## config.mk

```make
export PLATFORM = sky130hd
export DESIGN_NAME = cim_top
export DESIGN_NICKNAME = d
export VERILOG_FILES = /design/src/cim_pkg.sv /design/src/cim_ms_timer.sv /design/src/cim_top.sv
export VERILOG_INCLUDE_DIRS = /design/src
export SDC_FILE = /design/constraint.sdc
export NUM_CORES = 1
export LEC_CHECK = 0
export ABC_AREA = 1
export BUFFER_PORTS_ARGS = -buffer_cell sky130_fd_sc_hd__buf_2
export CORE_ASPECT_RATIO = 2
export CORE_UTILIZATION = 41
export CTS_BUF_LIST = sky130_fd_sc_hd__clkbuf_8
export CTS_CLUSTER_SIZE = 10
export DETAILED_ROUTE_END_ITERATION = 16
export GPL_TIMING_DRIVEN = 0
export PLACE_DENSITY = 0.69
export SETUP_SLACK_MARGIN = 0.15
export SLEW_MARGIN = 20
export SYNTH_ARGS = -nofsm -noshare
export SYNTH_HDL_FRONTEND = slang
export SYNTH_SLANG_ARGS = --single-unit
```

## constraint.sdc

```tcl
create_clock -name clk -period 4.65 [get_ports clk]
set_clock_uncertainty 0.2 [all_clocks]
set_input_delay 0.2325 -clock clk [delete_from_list [all_inputs] [get_ports clk]]
set_output_delay 0.2325 -clock clk [all_outputs]
set_load 0.05 [all_outputs]
```

## src/cim_map.svh

```systemverilog
// Register offsets, field positions, reset values and timing counts of the contact input monitor
`ifndef CIM_MAP_SVH
`define CIM_MAP_SVH

// Register byte offsets
`define CIM_CFG_OFS 12'h000
`define CIM_RDLY_OFS 12'h004
`define CIM_OFFDET_OFS 12'h008
`define CIM_STAT_OFS 12'h00c
`define CIM_IRQ_STAT_OFS 12'h010
`define CIM_IRQ_CLR_OFS 12'h014
`define CIM_IRQ_EN_OFS 12'h018
`define CIM_CMD_OFS 12'h01c

// Configuration register field positions
`define CIM_CFG_IN1_LSB 0
`define CIM_CFG_IN2_LSB 3
`define CIM_CFG_MODE_LSB 6
`define CIM_CFG_ACT_LSB 9
`define CIM_CFG_OUT1_LSB 11
`define CIM_CFG_OUT2_LSB 13
`define CIM_CFG_OUT3_LSB 15
`define CIM_CFG_NC_LSB 17
`define CIM_CFG_W 20

// Configuration reset value: input 1 level run, input 2 unused, local mode,
// stop on alarm, outputs run / remote / alarm, only output 3 normally closed
`define CIM_CFG_RST 20'h9c801

// Command register bits
`define CIM_CMD_START 0
`define CIM_CMD_STOP 1
`define CIM_CMD_ALM_CLR 2

// Interrupt event bits
`define CIM_EV_ALARM 0
`define CIM_EV_START 1
`define CIM_EV_STOP 2
`define CIM_EV_W 3

// Timer widths and reset values, in milliseconds
`define CIM_MS_W 16
`define CIM_RDLY_RST 16'h0000
`define CIM_OFFDET_RST 16'h0000

// Timebase
`define CIM_CLK_HZ 25000000
`define CIM_TICK_MS 1
`define CIM_TICK_CYCLES ((`CIM_CLK_HZ / 1000) * `CIM_TICK_MS)

`endif

```

## src/cim_pkg.sv

```systemverilog
// Types shared by the contact input monitor
package cim_pkg;

   // Function given to one contact input
   typedef enum logic [2:0] {
      CIM_IN_OFF = 3'h0,
      CIM_IN_RUN_LEVEL = 3'h1,
      CIM_IN_RUN_TOGGLE = 3'h2,
      CIM_IN_SW_NO = 3'h3,
      CIM_IN_SW_NC = 3'h4,
      CIM_IN_RMT_LEVEL = 3'h5,
      CIM_IN_RMT_TOGGLE = 3'h6
   } cim_in_func_t;

   // Communication mode
   typedef enum logic [2:0] {
      CIM_MODE_LOCAL = 3'h0,
      CIM_MODE_DIO = 3'h1,
      CIM_MODE_MODBUS = 3'h2,
      CIM_MODE_PROTO1 = 3'h3,
      CIM_MODE_PROTO2 = 3'h4
   } cim_mode_t;

   // Reaction to a detection alarm
   typedef enum logic [1:0] {
      CIM_ACT_STOP = 2'h0,
      CIM_ACT_CONTINUE = 2'h1,
      CIM_ACT_DISABLED = 2'h2
   } cim_alarm_act_t;

   // Condition reported on a contact output
   typedef enum logic [1:0] {
      CIM_OUT_OFF = 2'h0,
      CIM_OUT_RUN = 2'h1,
      CIM_OUT_REMOTE = 2'h2,
      CIM_OUT_ALARM = 2'h3
   } cim_out_func_t;

   // Operation state, Gray coded along stopped, delay, monitoring
   typedef enum logic [1:0] {
      CIM_STOPPED = 2'b00,
      CIM_READ_DELAY = 2'b01,
      CIM_MONITOR = 2'b11
   } cim_run_state_t;

endpackage : cim_pkg

```

## src/cim_ms_timer.sv

```systemverilog
// Millisecond timer that reports when a run has lasted a set number of ticks
`timescale 1ns/1ps
`default_nettype none

module cim_ms_timer
   import cim_pkg::*;
#(
   parameter int WIDTH = 16
)
(
   input wire logic clk, // System clock
   input wire logic sys_rst, // Synchronous reset, active high
   input wire logic tick, // One-cycle millisecond pulse
   input wire logic run, // Count while high, restart from zero when low
   input wire logic [WIDTH-1:0] limit, // Milliseconds to reach
   output logic done // High while run has lasted limit ticks
);

   logic [WIDTH-1:0] count; // Elapsed ticks, saturates at limit

   // Count ticks while run holds; any drop of run restarts from zero
   always_ff @(posedge clk)
   begin
      if (sys_rst || !run)
      begin
         count <= '0;
      end
      else if (tick && (count < limit))
      begin
         count <= count + 1'b1;
      end
   end

   // A zero limit expires at once
   assign done = run && (count >= limit);

endmodule : cim_ms_timer

`default_nettype wire

```

## src/cim_top.sv

```systemverilog
// Contact input run control, external switch supervision and contact outputs with APB registers
//
// Local design decisions: the placing of the registers and the APB slave port.
`timescale 1ns/1ps
`default_nettype none
`include "cim_map.svh"

module cim_top
   import cim_pkg::*;
#(
   parameter int TICK_CYCLES = `CIM_TICK_CYCLES, // Clock cycles per millisecond
   parameter int MS_W = `CIM_MS_W // Width of the millisecond settings
)
(
   input wire logic clk, // System clock, 25 MHz
   input wire logic sys_rst, // Synchronous reset, active high
   input wire logic psel, // APB select
   input wire logic penable, // APB access phase
   input wire logic pwrite, // APB direction, high for write
   input wire logic [11:0] paddr, // APB byte address
   input wire logic [31:0] pwdata, // APB write data
   output logic [31:0] prdata, // APB read data
   output logic pready, // APB ready
   output logic pslverr, // APB error for unmapped address
   input wire logic [1:0] contact_in, // Contact inputs, high when closed
   output logic [2:0] contact_out, // Contact outputs, high when closed
   output logic irq // Interrupt, high while an enabled event is pending
);

   // Register state
   logic [`CIM_CFG_W-1:0] cfg; // Functions, mode, alarm action, outputs
   logic [MS_W-1:0] read_delay_ms; // Reading delay setting
   logic [MS_W-1:0] off_detect_ms; // OFF detection setting
   logic [`CIM_EV_W-1:0] irq_status; // Sticky events
   logic [`CIM_EV_W-1:0] irq_enable; // Event mask

   // Decoded configuration
   cim_in_func_t in_func [2]; // Function of each contact input
   cim_mode_t mode; // Communication mode
   cim_alarm_act_t alarm_act; // Reaction to a detection alarm
   cim_out_func_t out_func [3]; // Condition on each contact output
   logic [2:0] out_nc; // Output type, high for normally closed

   // Bus strobes
   logic wr_en; // Write takes effect this edge
   logic rd_setup; // Read setup phase, data is captured
   logic addr_ok; // Address is mapped
   logic cmd_start; // Software start pulse
   logic cmd_stop; // Software stop pulse
   logic cmd_alm_clr; // Software alarm clear pulse

   // Contact input state
   logic [1:0] in_prev; // Input level one cycle earlier
   logic [1:0] released; // Contact went from closed to open
   logic [1:0] is_run_lvl; // Input is a level run input
   logic [1:0] is_run_tgl; // Input is a toggle run input
   logic [1:0] is_rmt_lvl; // Input is a level remote input
   logic [1:0] is_rmt_tgl; // Input is a toggle remote input
   logic [1:0] is_sw; // Input supervises an external switch
   logic [1:0] sw_healthy; // Switch is in its healthy state
   logic [1:0] sw_allowed; // Switch may be supervised in this mode
   logic [1:0] sw_fault; // Switch stayed out of its healthy state for the OFF time

   // Run control
   cim_run_state_t state; // Operation state
   cim_run_state_t next_state; // Next operation state
   logic remote_toggle; // Remote state held by a toggle input
   logic remote_state; // Device is in contact remote state
   logic has_run_input; // Some input carries a run function
   logic contact_ctrl; // Contacts steer run and stop
   logic start_req; // Request to start this cycle
   logic stop_req; // Request to stop this cycle
   logic running; // Device operates
   logic delay_done; // Reading delay has elapsed
   logic fault_any; // Some supervised switch stayed out of its healthy state for the OFF time
   logic alarm; // Detection alarm latched
   logic alarm_set; // Detection alarm raised this cycle
   logic trip; // Alarm forces a stop this cycle
   logic [`CIM_EV_W-1:0] events; // Event pulses for the status register

   // Millisecond timebase
   logic [$clog2(TICK_CYCLES)-1:0] tick_cnt; // Cycles within the millisecond
   logic tick; // One-cycle millisecond pulse

   // Field decode of the configuration register
   always_comb
   begin
      in_func[0] = cim_in_func_t'(cfg[`CIM_CFG_IN1_LSB +: 3]);
      in_func[1] = cim_in_func_t'(cfg[`CIM_CFG_IN2_LSB +: 3]);
      mode = cim_mode_t'(cfg[`CIM_CFG_MODE_LSB +: 3]);
      alarm_act = cim_alarm_act_t'(cfg[`CIM_CFG_ACT_LSB +: 2]);
      out_func[0] = cim_out_func_t'(cfg[`CIM_CFG_OUT1_LSB +: 2]);
      out_func[1] = cim_out_func_t'(cfg[`CIM_CFG_OUT2_LSB +: 2]);
      out_func[2] = cim_out_func_t'(cfg[`CIM_CFG_OUT3_LSB +: 2]);
      out_nc = cfg[`CIM_CFG_NC_LSB +: 3];
   end

   // APB decode; the slave never waits, so pready is always high
   assign pready = 1'b1;
   assign addr_ok = (paddr == `CIM_CFG_OFS) || (paddr == `CIM_RDLY_OFS) || (paddr == `CIM_OFFDET_OFS)
                    || (paddr == `CIM_STAT_OFS) || (paddr == `CIM_IRQ_STAT_OFS) || (paddr == `CIM_IRQ_CLR_OFS)
                    || (paddr == `CIM_IRQ_EN_OFS) || (paddr == `CIM_CMD_OFS);
   assign pslverr = psel && penable && !addr_ok;
   assign wr_en = psel && penable && pwrite && addr_ok;
   assign rd_setup = psel && !penable && !pwrite;
   assign cmd_start = wr_en && (paddr == `CIM_CMD_OFS) && pwdata[`CIM_CMD_START];
   assign cmd_stop = wr_en && (paddr == `CIM_CMD_OFS) && pwdata[`CIM_CMD_STOP];
   assign cmd_alm_clr = wr_en && (paddr == `CIM_CMD_OFS) && pwdata[`CIM_CMD_ALM_CLR];

   // Writable settings; defaults give the factory assignment of inputs and outputs
   always_ff @(posedge clk)
   begin
      if (sys_rst)
      begin
         cfg <= `CIM_CFG_RST;
         read_delay_ms <= `CIM_RDLY_RST;
         off_detect_ms <= `CIM_OFFDET_RST;
         irq_enable <= '0;
      end
      else if (wr_en)
      begin
         case (paddr)
            `CIM_CFG_OFS: cfg <= pwdata[`CIM_CFG_W-1:0];
            `CIM_RDLY_OFS: read_delay_ms <= pwdata[MS_W-1:0];
            `CIM_OFFDET_OFS: off_detect_ms <= pwdata[MS_W-1:0];
            `CIM_IRQ_EN_OFS: irq_enable <= pwdata[`CIM_EV_W-1:0];
            default: ; // Other offsets hold no setting
         endcase
      end
   end

   // Read data is captured in the setup phase so it stands from a flip-flop in the access phase
   always_ff @(posedge clk)
   begin
      if (sys_rst)
      begin
         prdata <= '0;
      end
      else if (rd_setup)
      begin
         case (paddr)
            `CIM_CFG_OFS: prdata <= {12'h000, cfg};
            `CIM_RDLY_OFS: prdata <= {16'h0000, read_delay_ms};
            `CIM_OFFDET_OFS: prdata <= {16'h0000, off_detect_ms};
            `CIM_STAT_OFS: prdata <= {21'h000000, contact_out, sw_fault, contact_in,
                                      alarm, remote_state, state};
            `CIM_IRQ_STAT_OFS: prdata <= {29'h00000000, irq_status};
            `CIM_IRQ_EN_OFS: prdata <= {29'h00000000, irq_enable};
            default: prdata <= '0; // Clear and command registers read as zero
         endcase
      end
   end

   // Millisecond tick shared by every timer
   always_ff @(posedge clk)
   begin
      if (sys_rst || tick)
      begin
         tick_cnt <= '0;
      end
      else
      begin
         tick_cnt <= tick_cnt + 1'b1;
      end
   end
   assign tick = (tick_cnt == ($clog2(TICK_CYCLES))'(TICK_CYCLES - 1));

   // Previous input levels; inputs are already synchronous to clk
   always_ff @(posedge clk)
   begin
      if (sys_rst)
      begin
         in_prev <= '0;
      end
      else
      begin
         in_prev <= contact_in;
      end
   end

   // Per-input decode and switch supervision
   generate
      for (genvar i = 0; i < 2; i++)
      begin : g_in
         // Toggle forms act on the release, so a held contact does nothing until it opens
         assign released[i] = in_prev[i] && !contact_in[i];
         assign is_run_lvl[i] = (in_func[i] == CIM_IN_RUN_LEVEL);
         assign is_run_tgl[i] = (in_func[i] == CIM_IN_RUN_TOGGLE);
         // Only input 2 may carry the remote function
         assign is_rmt_lvl[i] = (i == 1) && (in_func[i] == CIM_IN_RMT_LEVEL);
         assign is_rmt_tgl[i] = (i == 1) && (in_func[i] == CIM_IN_RMT_TOGGLE);
         assign is_sw[i] = (in_func[i] == CIM_IN_SW_NO) || (in_func[i] == CIM_IN_SW_NC);
         // Open type is healthy when closed, closed type when open
         assign sw_healthy[i] = (in_func[i] == CIM_IN_SW_NO) ? contact_in[i] : !contact_in[i];
         // Switch 1 only in local, MODBUS and protocol 1; switch 2 everywhere
         assign sw_allowed[i] = (i == 1) || (mode == CIM_MODE_LOCAL) || (mode == CIM_MODE_MODBUS)
                                || (mode == CIM_MODE_PROTO1);

         // OFF detection restarts when the switch turns healthy or supervision ends
         cim_ms_timer #(.WIDTH(MS_W)) u_off_timer (
            .clk(clk),
            .sys_rst(sys_rst),
            .tick(tick),
            .run((state == CIM_MONITOR) && is_sw[i] && sw_allowed[i] && !sw_healthy[i]),
            .limit(off_detect_ms),
            .done(sw_fault[i])
         );
      end
   endgenerate

   // Reading delay counted from the start of operation
   cim_ms_timer #(.WIDTH(MS_W)) u_read_delay (
      .clk(clk),
      .sys_rst(sys_rst),
      .tick(tick),
      .run(state == CIM_READ_DELAY),
      .limit(read_delay_ms),
      .done(delay_done)
   );

   // Remote state held by a toggle remote input
   always_ff @(posedge clk)
   begin
      if (sys_rst)
      begin
         remote_toggle <= 1'b0;
      end
      else if (is_rmt_tgl[1] && released[1])
      begin
         remote_toggle <= !remote_toggle;
      end
   end

   // Without a remote input, the DIO mode is taken as remote
   always_comb
   begin
      if (mode != CIM_MODE_DIO)
      begin
         remote_state = 1'b0;
      end
      else if (is_rmt_lvl[1])
      begin
         remote_state = contact_in[1];
      end
      else if (is_rmt_tgl[1])
      begin
         remote_state = remote_toggle;
      end
      else
      begin
         remote_state = 1'b1;
      end
   end

   // Contacts steer run only with a run function assigned
   assign has_run_input = |(is_run_lvl | is_run_tgl);
   assign contact_ctrl = remote_state && has_run_input;
   assign running = (state != CIM_STOPPED);

   // Start and stop requests from the contacts or from software
   always_comb
   begin
      start_req = 1'b0;
      stop_req = 1'b0;
      if (contact_ctrl)
      begin
         // Level input holds run for as long as it is closed
         start_req = |(is_run_lvl & contact_in);
         stop_req = |is_run_lvl && !(|(is_run_lvl & contact_in));
         // Toggle input flips the state on release
         if (|(is_run_tgl & released))
         begin
            start_req = !running;
            stop_req = running;
         end
      end
      else
      begin
         start_req = cmd_start;
         stop_req = cmd_stop;
      end
   end

   // Supervision only during monitoring; either switch suffices
   assign fault_any = |sw_fault;
   assign alarm_set = (state == CIM_MONITOR) && fault_any && (alarm_act != CIM_ACT_DISABLED);
   assign trip = alarm_set && (alarm_act == CIM_ACT_STOP);

   // Operation state machine; a latched stop alarm blocks restart until cleared
   always_comb
   begin
      next_state = state;
      case (state)
         CIM_STOPPED:
         begin
            if (start_req && !(alarm && (alarm_act == CIM_ACT_STOP)))
            begin
               next_state = CIM_READ_DELAY;
            end
         end
         CIM_READ_DELAY:
         begin
            if (stop_req)
            begin
               next_state = CIM_STOPPED;
            end
            else if (delay_done)
            begin
               next_state = CIM_MONITOR;
            end
         end
         CIM_MONITOR:
         begin
            if (stop_req || trip)
            begin
               next_state = CIM_STOPPED;
            end
         end
         default: next_state = CIM_STOPPED;
      endcase
   end

   // State register
   always_ff @(posedge clk)
   begin
      if (sys_rst)
      begin
         state <= CIM_STOPPED;
      end
      else
      begin
         state <= next_state;
      end
   end

   // Detection alarm latch; a new alarm wins over a clear in the same cycle
   always_ff @(posedge clk)
   begin
      if (sys_rst)
      begin
         alarm <= 1'b0;
      end
      else if (alarm_set)
      begin
         alarm <= 1'b1;
      end
      else if (cmd_alm_clr)
      begin
         alarm <= 1'b0;
      end
   end

   // Event pulses
   assign events[`CIM_EV_ALARM] = alarm_set && !alarm;
   assign events[`CIM_EV_START] = (state == CIM_STOPPED) && (next_state != CIM_STOPPED);
   assign events[`CIM_EV_STOP] = (state != CIM_STOPPED) && (next_state == CIM_STOPPED);

   // Sticky event bits; setting wins over clearing
   always_ff @(posedge clk)
   begin
      if (sys_rst)
      begin
         irq_status <= '0;
      end
      else if (wr_en && (paddr == `CIM_IRQ_CLR_OFS))
      begin
         irq_status <= (irq_status & ~pwdata[`CIM_EV_W-1:0]) | events;
      end
      else
      begin
         irq_status <= irq_status | events;
      end
   end
   assign irq = |(irq_status & irq_enable);

   // Contact outputs; an open type closes on its condition, a closed type opens
   always_ff @(posedge clk)
   begin
      if (sys_rst)
      begin
         contact_out <= '0;
      end
      else
      begin
         for (int k = 0; k < 3; k++)
         begin
            case (out_func[k])
               CIM_OUT_RUN: contact_out[k] <= running ^ out_nc[k];
               CIM_OUT_REMOTE: contact_out[k] <= remote_state ^ out_nc[k];
               CIM_OUT_ALARM: contact_out[k] <= alarm ^ out_nc[k];
               default: contact_out[k] <= out_nc[k]; // No signal: resting contact state
            endcase
         end
      end
   end

endmodule : cim_top

`default_nettype wire

```

# --- After elaboration in Yosys (flattened, before gate mapping) ---
# Index checks and enable logic that the tools add are counted.
# W data, S select, Z words.
word_totals:
  romBits: 0
  output_inout_bits: 38
  ramBits: 0
  latchBits: 0
  n_memories: 0
  inputBits: 51
  elab_cells: 180
  register_bits: 162
op_classes:
  div: 0
  order_cmp: 6
  addsub: 4
  reduce_logical: 84
  muxes: 21
  bitwise_logic: 17
  shifts: 0
  eq_ne: 33
  n_mul: 0
ops:
  columns: ["operator", "n"]
  rows:
  - ["$pmux W20 S6", 1]
  - ["$add A16 B1 Y16 const B", 3]
  - ["$eq A12 B5 Y1 const B", 4]
  - ["$ge A16 B16 Y1", 3]
  - ["$lt A16 B16 Y1", 3]
  - ["$logic_and A1 B1 Y1", 35]
  - ["$eq A12 B4 Y1 const B", 2]
  - ["$eq A3 B2 Y1 const B", 6]
  - ["$logic_or A1 B1 Y1", 16]
  - ["$add A15 B1 Y15 const B", 1]
  - ["$eq A15 B15 Y1 const B", 1]
  - ["$logic_not A1 Y1", 15]
  - ["$eq A2 B2 Y1 const B", 7]
  - ["$eq A12 B3 Y1 const B", 1]
  - ["$eq A3 B3 Y1 const B", 4]
  - ["$logic_not A12 Y1", 1]
  - ["$mux W1", 11]
  - ["$reduce_or A2 Y1", 5]
  - ["$pmux W1 S3", 3]
  - ["$xor A1 B1 Y1", 9]
  - ["$eq A2 B1 Y1 const B", 4]
  - ["$mux W2", 4]
  - ["$reduce_and A2 Y1", 4]
  - ["$and A3 B3 Y3", 2]
  - ["other kinds (13)", 20]

# --- Logic depth before layout (Yosys ltp) ---
# Gate-level depths: netlist of run 1.
logic_depth:
  ltp_word: 19
  mapped_depth: 17
  mapped_depth_nobuf: 17

# --- Cells and area by module ---
# Synthesis of run 1 repeated with hierarchy kept, for this count alone.
hier_totals:
  hier_cells: 1600
  area_unflattened_um2: 10117.2
modules_own_cells:
  columns: ["mod", "seq_area_each_um2", "cells_per_inst", "n_inst", "area_per_inst_um2"]
  rows:
  - ["cim_top", 2042.0, 889, 1, 5627.9]
  - ["cim_ms_timer", 320.3, 237, 3, 1496.4]

# --- Least setup slack after synthesis of run 1 ---
# No wires, ideal clock.
synth_timing:
  path_kind: "input-to-output"
  start: "in paddr[3]"
  end: "out pslverr"
  n_path_buf: 1
  arrival_ps: 1868
  setup_slack_ps: 2349
  required_ps: 4218
  path_stages: 7
  cell_sequence: "buf_2 -> nor2_2 -> nand2_4 -> nand2_2 -> inv_2 -> nand4_4 -> nor3_1"
synth_via:
  elab_chain_len: 10
  word_cells_on_any_way: 17
  cone_classes: "eq/ne: 7; reduce/logical: 10"
synth_rtl:
  columns: ["item", "line", "source"]
  rows:
  - ["from (decl)", "cim_top.sv:20", "input wire logic [11:0] paddr,"]
  - ["$eq A12 B3 Y1 / $logic_not A12 Y1 (equally long branches)", null, null]
  - ["$logic_or A1 B1 Y1 (6 in a row)", "cim_top.sv:100", "assign addr_ok = (paddr == `CIM_CFG_OFS) || (paddr == `CIM_RDLY_OFS) || (paddr == `CIM_OFFDET_OFS)"]
  - ["$logic_or A1 B1 Y1 *", "cim_top.sv:100", null]
  - ["$logic_not A1 Y1 *", "cim_top.sv:103", "assign pslverr = psel && penable && !addr_ok;"]
  - ["$logic_and A1 B1 Y1 *", "cim_top.sv:103", null]
  - ["to (decl)", "cim_top.sv:24", "output logic pslverr,"]
# Mark *: on every way between the ends. The rest lies on a longest branch, timed or not.

# --- Worst setup path in the final report of run 1 ---
layout_timing:
  start: "reg off_detect_ms[11]"
  end: "reg g_in[0].u_off_timer.count[13]"
layout_via:
  elab_chain_len: 2
layout_rtl:
  columns: ["item", "line", "source"]
  rows:
  - ["from (decl)", "cim_top.sv:33", "logic [MS_W-1:0] off_detect_ms;"]
  - ["from (signal assigned)", "cim_top.sv:117", "off_detect_ms <= `CIM_OFFDET_RST;"]
  - ["from (signal assigned)", "cim_top.sv:125", "`CIM_OFFDET_OFS: off_detect_ms <= pwdata[MS_W-1:0];"]
  - ["$lt A16 B16 Y1", "cim_ms_timer.sv:28", "else if (tick && (count < limit))"]
  - ["$logic_and A1 B1 Y1", "cim_ms_timer.sv:28", null]
  - ["to (signal assigned)", "cim_ms_timer.sv:30", "count <= count + 1'b1;"]
  - ["to (decl)", "cim_ms_timer.sv:19", "logic [WIDTH-1:0] count;"]
# Every way passes these cells.
# A chain may end at the register's enable or synchronous reset.

==> results_dict.tcl, run 1 <==
set metrics [dict create \
    io_buffers 61 \
    seqCellArea_sq_um 3000 \
    synth_commonest_cells "nand2_1, inv_1, dfxtp_1, a21oi_1, nor2_1" \
    start_util_pct 42.2 \
    worst_skew_pair.late_latency_ns 0.48 \
    path_clk_slew_ns 0.08 \
    slowest_delay_ns 0.31 \
    numClockSinks 150 \
    path_max_fanout 4 \
    p_int_w 0.00193 \
    grt_pass1_wl_microns 41100 \
    synth_area_sq_um 8440 \
    multi_input_area_sq_um 4600 \
    powerDensity_nw_per_um2 262 \
    die_x_microns 103 \
    timing.final.ws_setup_ns 1.94 \
    arrival_ns 2.89 \
    post-place-ws_ns 1.94 \
    setup_violations 0 \
    worstSetupPathType "flip-flop to flip-flop" \
    core-area_sq_um 20000 \
    slowest_stage "ha_1" \
    die_h_microns 205 \
    vias_per_cell 5.36 \
    ys.flop_type "dfxtp_1" \
    antenna_found_initial 0 \
    diodes 0 \
    pwr-share-seq_pct 50.5 \
    power.share.combinational_pct 5.7 \
    period_minus_slack_ns 2.71 \
    whs_path_depth 2 \
    tns_ns 0 \
    drv_slew 0 \
    cts_buffers 17 \
    synth.top_cell.area_share_pct 35.6 \
    grt.overflow.total 0 \
    rsz0062_at_grt "no" \
    postCtsResizedCells 0 \
    required_ns 4.83 \
    cts_tree "yes" \
    synthCells 1171 \
    worst_slew_pin_slew_ns 0.921 \
    synth.distinct_cells 54 \
    fill_cells 2005 \
    grt_pass1_vias 8173 \
    path_cells "inv_1 -> ha_1 -> nand2_1 -> nor2_1 -> nand2_1 -> nor2_1 -> nand2_1 -> nand2_1 -> nor2_1 -> nand4_1 -> nor2_2 -> nand4_1 -> o21ai_0 -> nor2_1" \
    max_slew_margin_pct 38.0 \
    synth_area_leaders "dfxtp_1, nand2_1, a21oi_1" \
    drcViolationCount 0 \
    pwr-share-clk_pct 43.8 \
    max_cap_viol_count 0 \
    grt_max_degree 17 \
    cts_root_buf "clkbuf_8" \
    synth_top_area_cell "dfxtp_1" \
    synth-edff-count 0 \
    hold_path_class "primary input to flip-flop" \
    drtPass1Iterations 5 \
    hold_violations 0 \
    leakagePower_nw 3.87 \
    grt_use_total_pct 26.3 \
    power_switching_w 0.000626 \
    wl_per_cell_microns 17.3 \
    area_delta_synth_final_pct 15.7 \
    hold_start "sys_rst" \
    synth_seq_cells 150 \
    yosysWarnings 0 \
    clk_path_buf_depth 2 \
    cts_setup_buffers 0 \
    first_iter_violations 453 \
    dp_hpwl_microns 21500 \
    critPathLaunch "off_detect_ms[11]" \
    dieArea_sq_um 21200 \
    r2r_start "off_detect_ms[11]" \
    syn_avg_cell_area_sq_um 7.21 \
    nets 1387 \
    wirelength_microns 26900 \
    outcome "completed" \
    swShare_pct 24.5 \
    antenna_left 0 \
    yosysSeqAreaShare_pct 35.6 \
    top_level_ports 89 \
    crit_path_end_kind "flip-flop" \
    place_congestion 0.961 \
    start_kind "flip-flop" \
    dr_total_vias 8354 \
    clock.fmax_mhz 369 \
    drive_above_1_share_pct 13.5 \
    synthArstFlopShare_pct 0 \
    finalCritPeriodShare_pct 58.4 \
    htreeDepth 4 \
    num_rows 73 \
    reg2regPathDepth 14 \
    ir_worst_vdd_mv 0.143 \
    synth.most_common_cell "nand2_1" \
]
-- worst max-delay path, delay by kind of cell (launching register included) --
family                     cells  cell delay, ns
and+or+nand+nor               11            1.36
adders and majority gates      1            0.31
DFF                            1            0.30
buffers and inverters          1            0.25
AOI/OAI and AO/OA              1            0.18
-- path summary, 6_finish.rpt --
path	endpoint	slack [ns]
setup / recovery	g_in[0].u_off_timer.count[13]	1.94
hold / removal	alarm	0.09
setup reg to reg	g_in[0].u_off_timer.count[13]	1.94
hold reg to reg	tick_cnt[0]	0.26
-- cells in the final DEF (no fill, tap or decap), types with 12 or more instances in the layout --
cell           count
nand2_1          219
inv_1            158
dfxtp_1          150
a21oi_1          139
buf_2             71
nor2_1            61
nand3_1           55
ha_1              52
o21ai_0           47
o21ai_1           45
nor3_1            28
nand4_1           25
dlygate4sd3_1     22
clkbuf_8          18
o22ai_1           17
nor2_2            14
clkbuf_1          14
inv_2             13
buf_4             13
conb_1            13
xor2_1            12
-- logic make-up (layout without fill, tap and decap cells) --
kind of cell               count (synthesis)  in the layout  synth area share (%)
adders and majority gates                 52             52                  7.71
xor gates and xnor gates                  21             21                  2.18
buffers and inverters                    212            327                  10.4
and+or+nand+nor                          441            441                  24.6
DFF                                      150            150                  35.6
other                                      2             13                0.0890
AOI/OAI and AO/OA                        293            293                  19.4
-- metrics by stage --
stage	cells	utilization, %	hold slack [ns]	area, sq um	power (W)
global placement	1505	45.6	0.228	9110	0.00145
finish	1559	48.8	0.0855	9760	0.00256
CTS	1559	48.8	0.0699	9760	0.00257
floorplan	1182	-	0.159	8480	0.00140
detailed placement	1505	45.6	0.245	9110	0.00145
global route	1559	48.8	0.105	9760	0.00264
-- registers in the layout, summed over array words and instances (netlist names) --
register	cells
in_prev	2
prdata	20
remote_toggle	1
off_detect_ms	16
read_delay_ms	16
tick_cnt	15
irq_enable	3
g_in.u_off_timer.count	32
irq_status	3
contact_out	3
alarm	1
cfg	20
state	2
u_read_delay.count	16
-- cell type report --
cell class | instances | area share (%)
multi-input cells | 820 | 47.1
flip-flops and latches | 150 | 30.8
inverters | 169 | 6.50
repair buffers | 83 | 5.38
well taps | 262 | 3.36
clock buffers | 18 | 2.54
plain buffers | 43 | 2.51
clock inverters | 14 | 1.87
-- power groups by stage --
stage,logic [W],registers [W],clock network (W)
after floorplan,0.0000769,0.00133,0
after global routing,0.000157,0.00129,0.00119
after detailed placement,0.000130,0.00132,0
final,0.000146,0.00129,0.00112
after CTS,0.000144,0.00129,0.00113
after global placement,0.000130,0.00132,0
-- per-layer routing --
layer	global-route usage [%]	wire, microns
met5	0	0
met4	21.4	2280
met3	4.88	984
met2	50.1	14700
met1	22.6	8960
-- what timing repair did --
item / in CTS / in global routing
hold buffers: 22 / 0
setup endpoints to repair: 0 / 0
hold endpoints to repair: 56 / 0
No activity file was read; power rests on OpenSTA's default activity.
==> run 2, diff against run 1 <==
Settings changed: ABC_AREA 1 to 0, PLACE_DENSITY 0.69 to 0.71.
Clock period 4.65 ns to 2.33 ns, I/O delays scaled along.
==> run 2 against run 1 <==
  * The flow now finishes with violations (setup timing)
  * Clock power rose by 110%
  * Final area rose by 16%
  * Combinational power rose by 110%
  * Critical path depth fell by 6
  * Die area fell by 2.8%
  * Largest power group unchanged
  * Count of clock-buffer cells in the layout rose by 1
  * Sequential cell count did not move
==> results_dict.tcl, run 2 <==
set metrics [dict create \
    post-place-ws_ns -0.622 \
    nets 1269 \
    core-area_sq_um 19500 \
    wirelength_microns 27800 \
    grt_pass1_vias 8132 \
    clock.fmax_mhz 374 \
    hold_start "pwrite" \
    dr_total_vias 8382 \
    yosysWarnings 0 \
    yosysSeqAreaShare_pct 36.6 \
    path_buf_inv 1 \
    synth_seq_cells 150 \
    clk_path_buf_depth 2 \
    antenna_found_initial 0 \
    met3_usage_pct 3.49 \
    timing.final.ws_setup_ns -0.347 \
    reg2regPathDepth 8 \
    path_max_fanout 6 \
    globalRouteMet2Util_pct 48.3 \
    numClockSinks 150 \
    critPathTopFamily "simple AND/OR/NAND/NOR gates" \
    cts_tree "yes" \
    start_kind "flip-flop" \
    synth_area_sq_um 8200 \
    worst_skew_pair.late_latency_ns 0.47 \
    wl_per_cell_microns 19.3 \
    htreeDepth 4 \
    use_met1_pct 27.3 \
    final_cell_mix "nand2_1, dfxtp_1, a21oi_1, buf_2, buf_4" \
    period_minus_slack_ns 2.68 \
    largest_reg_flops 32 \
    synth.most_common_cell "dfxtp_1" \
    arrival_ns 2.88 \
    synth_area_leaders "dfxtp_1, ha_1, a21oi_1" \
    die_x_microns 102 \
    path_cells "ha_4 -> a21oi_1 -> o21a_1 -> o2bb2ai_4 -> or4_4 -> buf_8 -> or4_4 -> a21oi_2" \
    drcViolationCount 0 \
    max_cap_viol_count 0 \
    grt_pass1_wl_microns 41800 \
    finalCritPeriodShare_pct 115 \
    diodes 0 \
    num_rows 72 \
    drv_slew 0 \
    cts_buffers 17 \
    grt.overflow.total 0 \
    hold_violations 0 \
    cp.depth 8 \
    fill_cells 1673 \
    dp_hpwl_microns 19000 \
    grt_max_degree 17 \
    ir_worst_vdd_mv 0.476 \
    top_level_ports 89 \
    outcome "finished with violations" \
    dieArea_sq_um 20600 \
    slowest_stage "or4_4" \
    crit_path_end_kind "flip-flop" \
    cpMostUsedCell "or4_4" \
    synth.distinct_cells 72 \
    power_w 0.00522 \
    syn_avg_cell_area_sq_um 8.30 \
    r2r_start "g_in[0].u_off_timer.count[11]" \
    setup_violations 54 \
    tns_ns -8.92 \
    final_common_cell "nand2_1" \
    synthArstFlopShare_pct 0 \
    first_iter_violations 420 \
    path_clk_slew_ns 0.09 \
    r2r_setup_slack_ns -0.35 \
    busiest_layer "met2" \
    area_delta_synth_final_pct 38.2 \
    place_congestion 0.917 \
    worstSetupPathType "flip-flop to flip-flop" \
    drtPass1Iterations 5 \
    leakagePower_nw 4.32 \
    start_util_pct 42.1 \
    ys.flop_type "dfxtp_1" \
    vias_per_cell 5.83 \
    hold_path_class "primary input to flip-flop" \
    reg_top3 "g_in.u_off_timer.count: 32 flops, cfg: 20 flops, prdata: 20 flops" \
    synthCells 987 \
    drive_above_1_share_pct 35.2 \
    largest_register "g_in.u_off_timer.count" \
    die_h_microns 202 \
    synth_top_area_cell "dfxtp_1" \
    rsz0062_at_grt "yes" \
    required_ns 2.53 \
    io_buffers 60 \
    critPathLaunch "g_in[0].u_off_timer.count[11]" \
    grt_use_total_pct 26.5 \
    slowest_delay_ns 0.53 \
    powerDensity_nw_per_um2 461 \
    synth.top_cell.area_share_pct 36.6 \
    synth-edff-count 0 \
    worst_slew_pin_slew_ns 0.774 \
    whs_path_depth 5 \
    cts_root_buf "clkbuf_8" \
    failed_checks "setup timing" \
    max_slew_margin_pct 48.4 \
    synth_commonest_cells "dfxtp_1, nand2_1, a21oi_1, nor2_1, ha_1" \
    antenna_left 0 \
]
[run 2: cell count changes after synthesis, moves of 20 or more]
cell | previous run | this run
mux2i_1 | 0 | 28
o21ai_1 | 45 | 0
a21oi_1 | 139 | 104
or4_1 | 0 | 26
o31ai_1 | 1 | 24
nand2_1 | 219 | 129
o21ai_0 | 47 | 26
clkbuf_1 | 14 | 37
inv_1 | 155 | 49
or3_1 | 1 | 21
[run 2: final timing paths]
path | end
min | prdata[0]
max reg2reg | g_in[0].u_off_timer.count[11]
max | g_in[0].u_off_timer.count[11]
min reg2reg | tick_cnt[0]
[run 2: cell families after synthesis]
| logic type | after synthesis | share of synthesized area (%) |
|---|---|---|
| adder cells (fa/ha/maj) | 52 | 7.94 |
| buffers and inverters | 112 | 5.85 |
| multiplexers | 38 | 6.03 |
| AND/OR/NAND/NOR | 390 | 24.4 |
| flip-flops | 150 | 36.6 |
| other | 2 | 0.0916 |
| AO/OA/AOI/OAI | 222 | 16.8 |
| XOR/XNOR | 21 | 2.24 |
[run 2: tightest hold or removal path, cell delays in order]
cell,delay (ns)
buf_2,0.09
or3b_2,0.14
a221o_1,0.12
a21oi_1,0.04
nor3_1,0.15
[run 2: metrics by stage]
stage | std cells | utilization (%) | instance area [sq um] | hold WS [ns]
6_report | 1438 | 58.2 | 11300 | 0.0333
5_1_grt | 1438 | 58.2 | 11300 | 0.0472
4_1_cts | 1421 | 54.9 | 10700 | 0.0261
3_5_place_dp | 1317 | 47.0 | 9150 | 0.130
3_3_place_gp | 1317 | 47.0 | 9150 | 0.128
2_1_floorplan | 998 | - | 8530 | 0.0407
[run 2: layer usage]
metal / wire length, microns / up-vias
met5: 0 / -
met4: 1790 / 0
met3: 1330 / 111
met2: 14900 / 372
met1: 9760 / 3995
li1: - / 3904
[run 2: power breakdown]
part | switching, W | internal (W) | total [W]
sequential | 0.00000831 | 0.00256 | 0.00257
clock | 0.00111 | 0.00124 | 0.00235
combinational | 0.000199 | 0.000105 | 0.000304
[run 2: repair_timing]
item / CTS / global route
gates resized for setup: 125 / 121
setup buffers: 44 / 16
endpoints found under the setup margin: 82 / 63
cloned: 5 / 1
pin swaps: 43 / 45
endpoints found under the hold margin: 69 / 0
hold buffers: 23 / 0
[run 2: final cells by class]
| cell class | count | area, sq um | area share, % |
|---|---|---|---|
| repair buffers | 149 | 1120 | 9.89 |
| clock buffers | 19 | 262 | 2.31 |
| clock inverters | 13 | 193 | 1.70 |
| inverters | 49 | 201 | 1.78 |
| well taps | 259 | 324 | 2.86 |
| flip-flops and latches | 150 | 3100 | 27.4 |
| plain buffers | 63 | 457 | 4.03 |
| multi-input cells | 736 | 5670 | 50.1 |
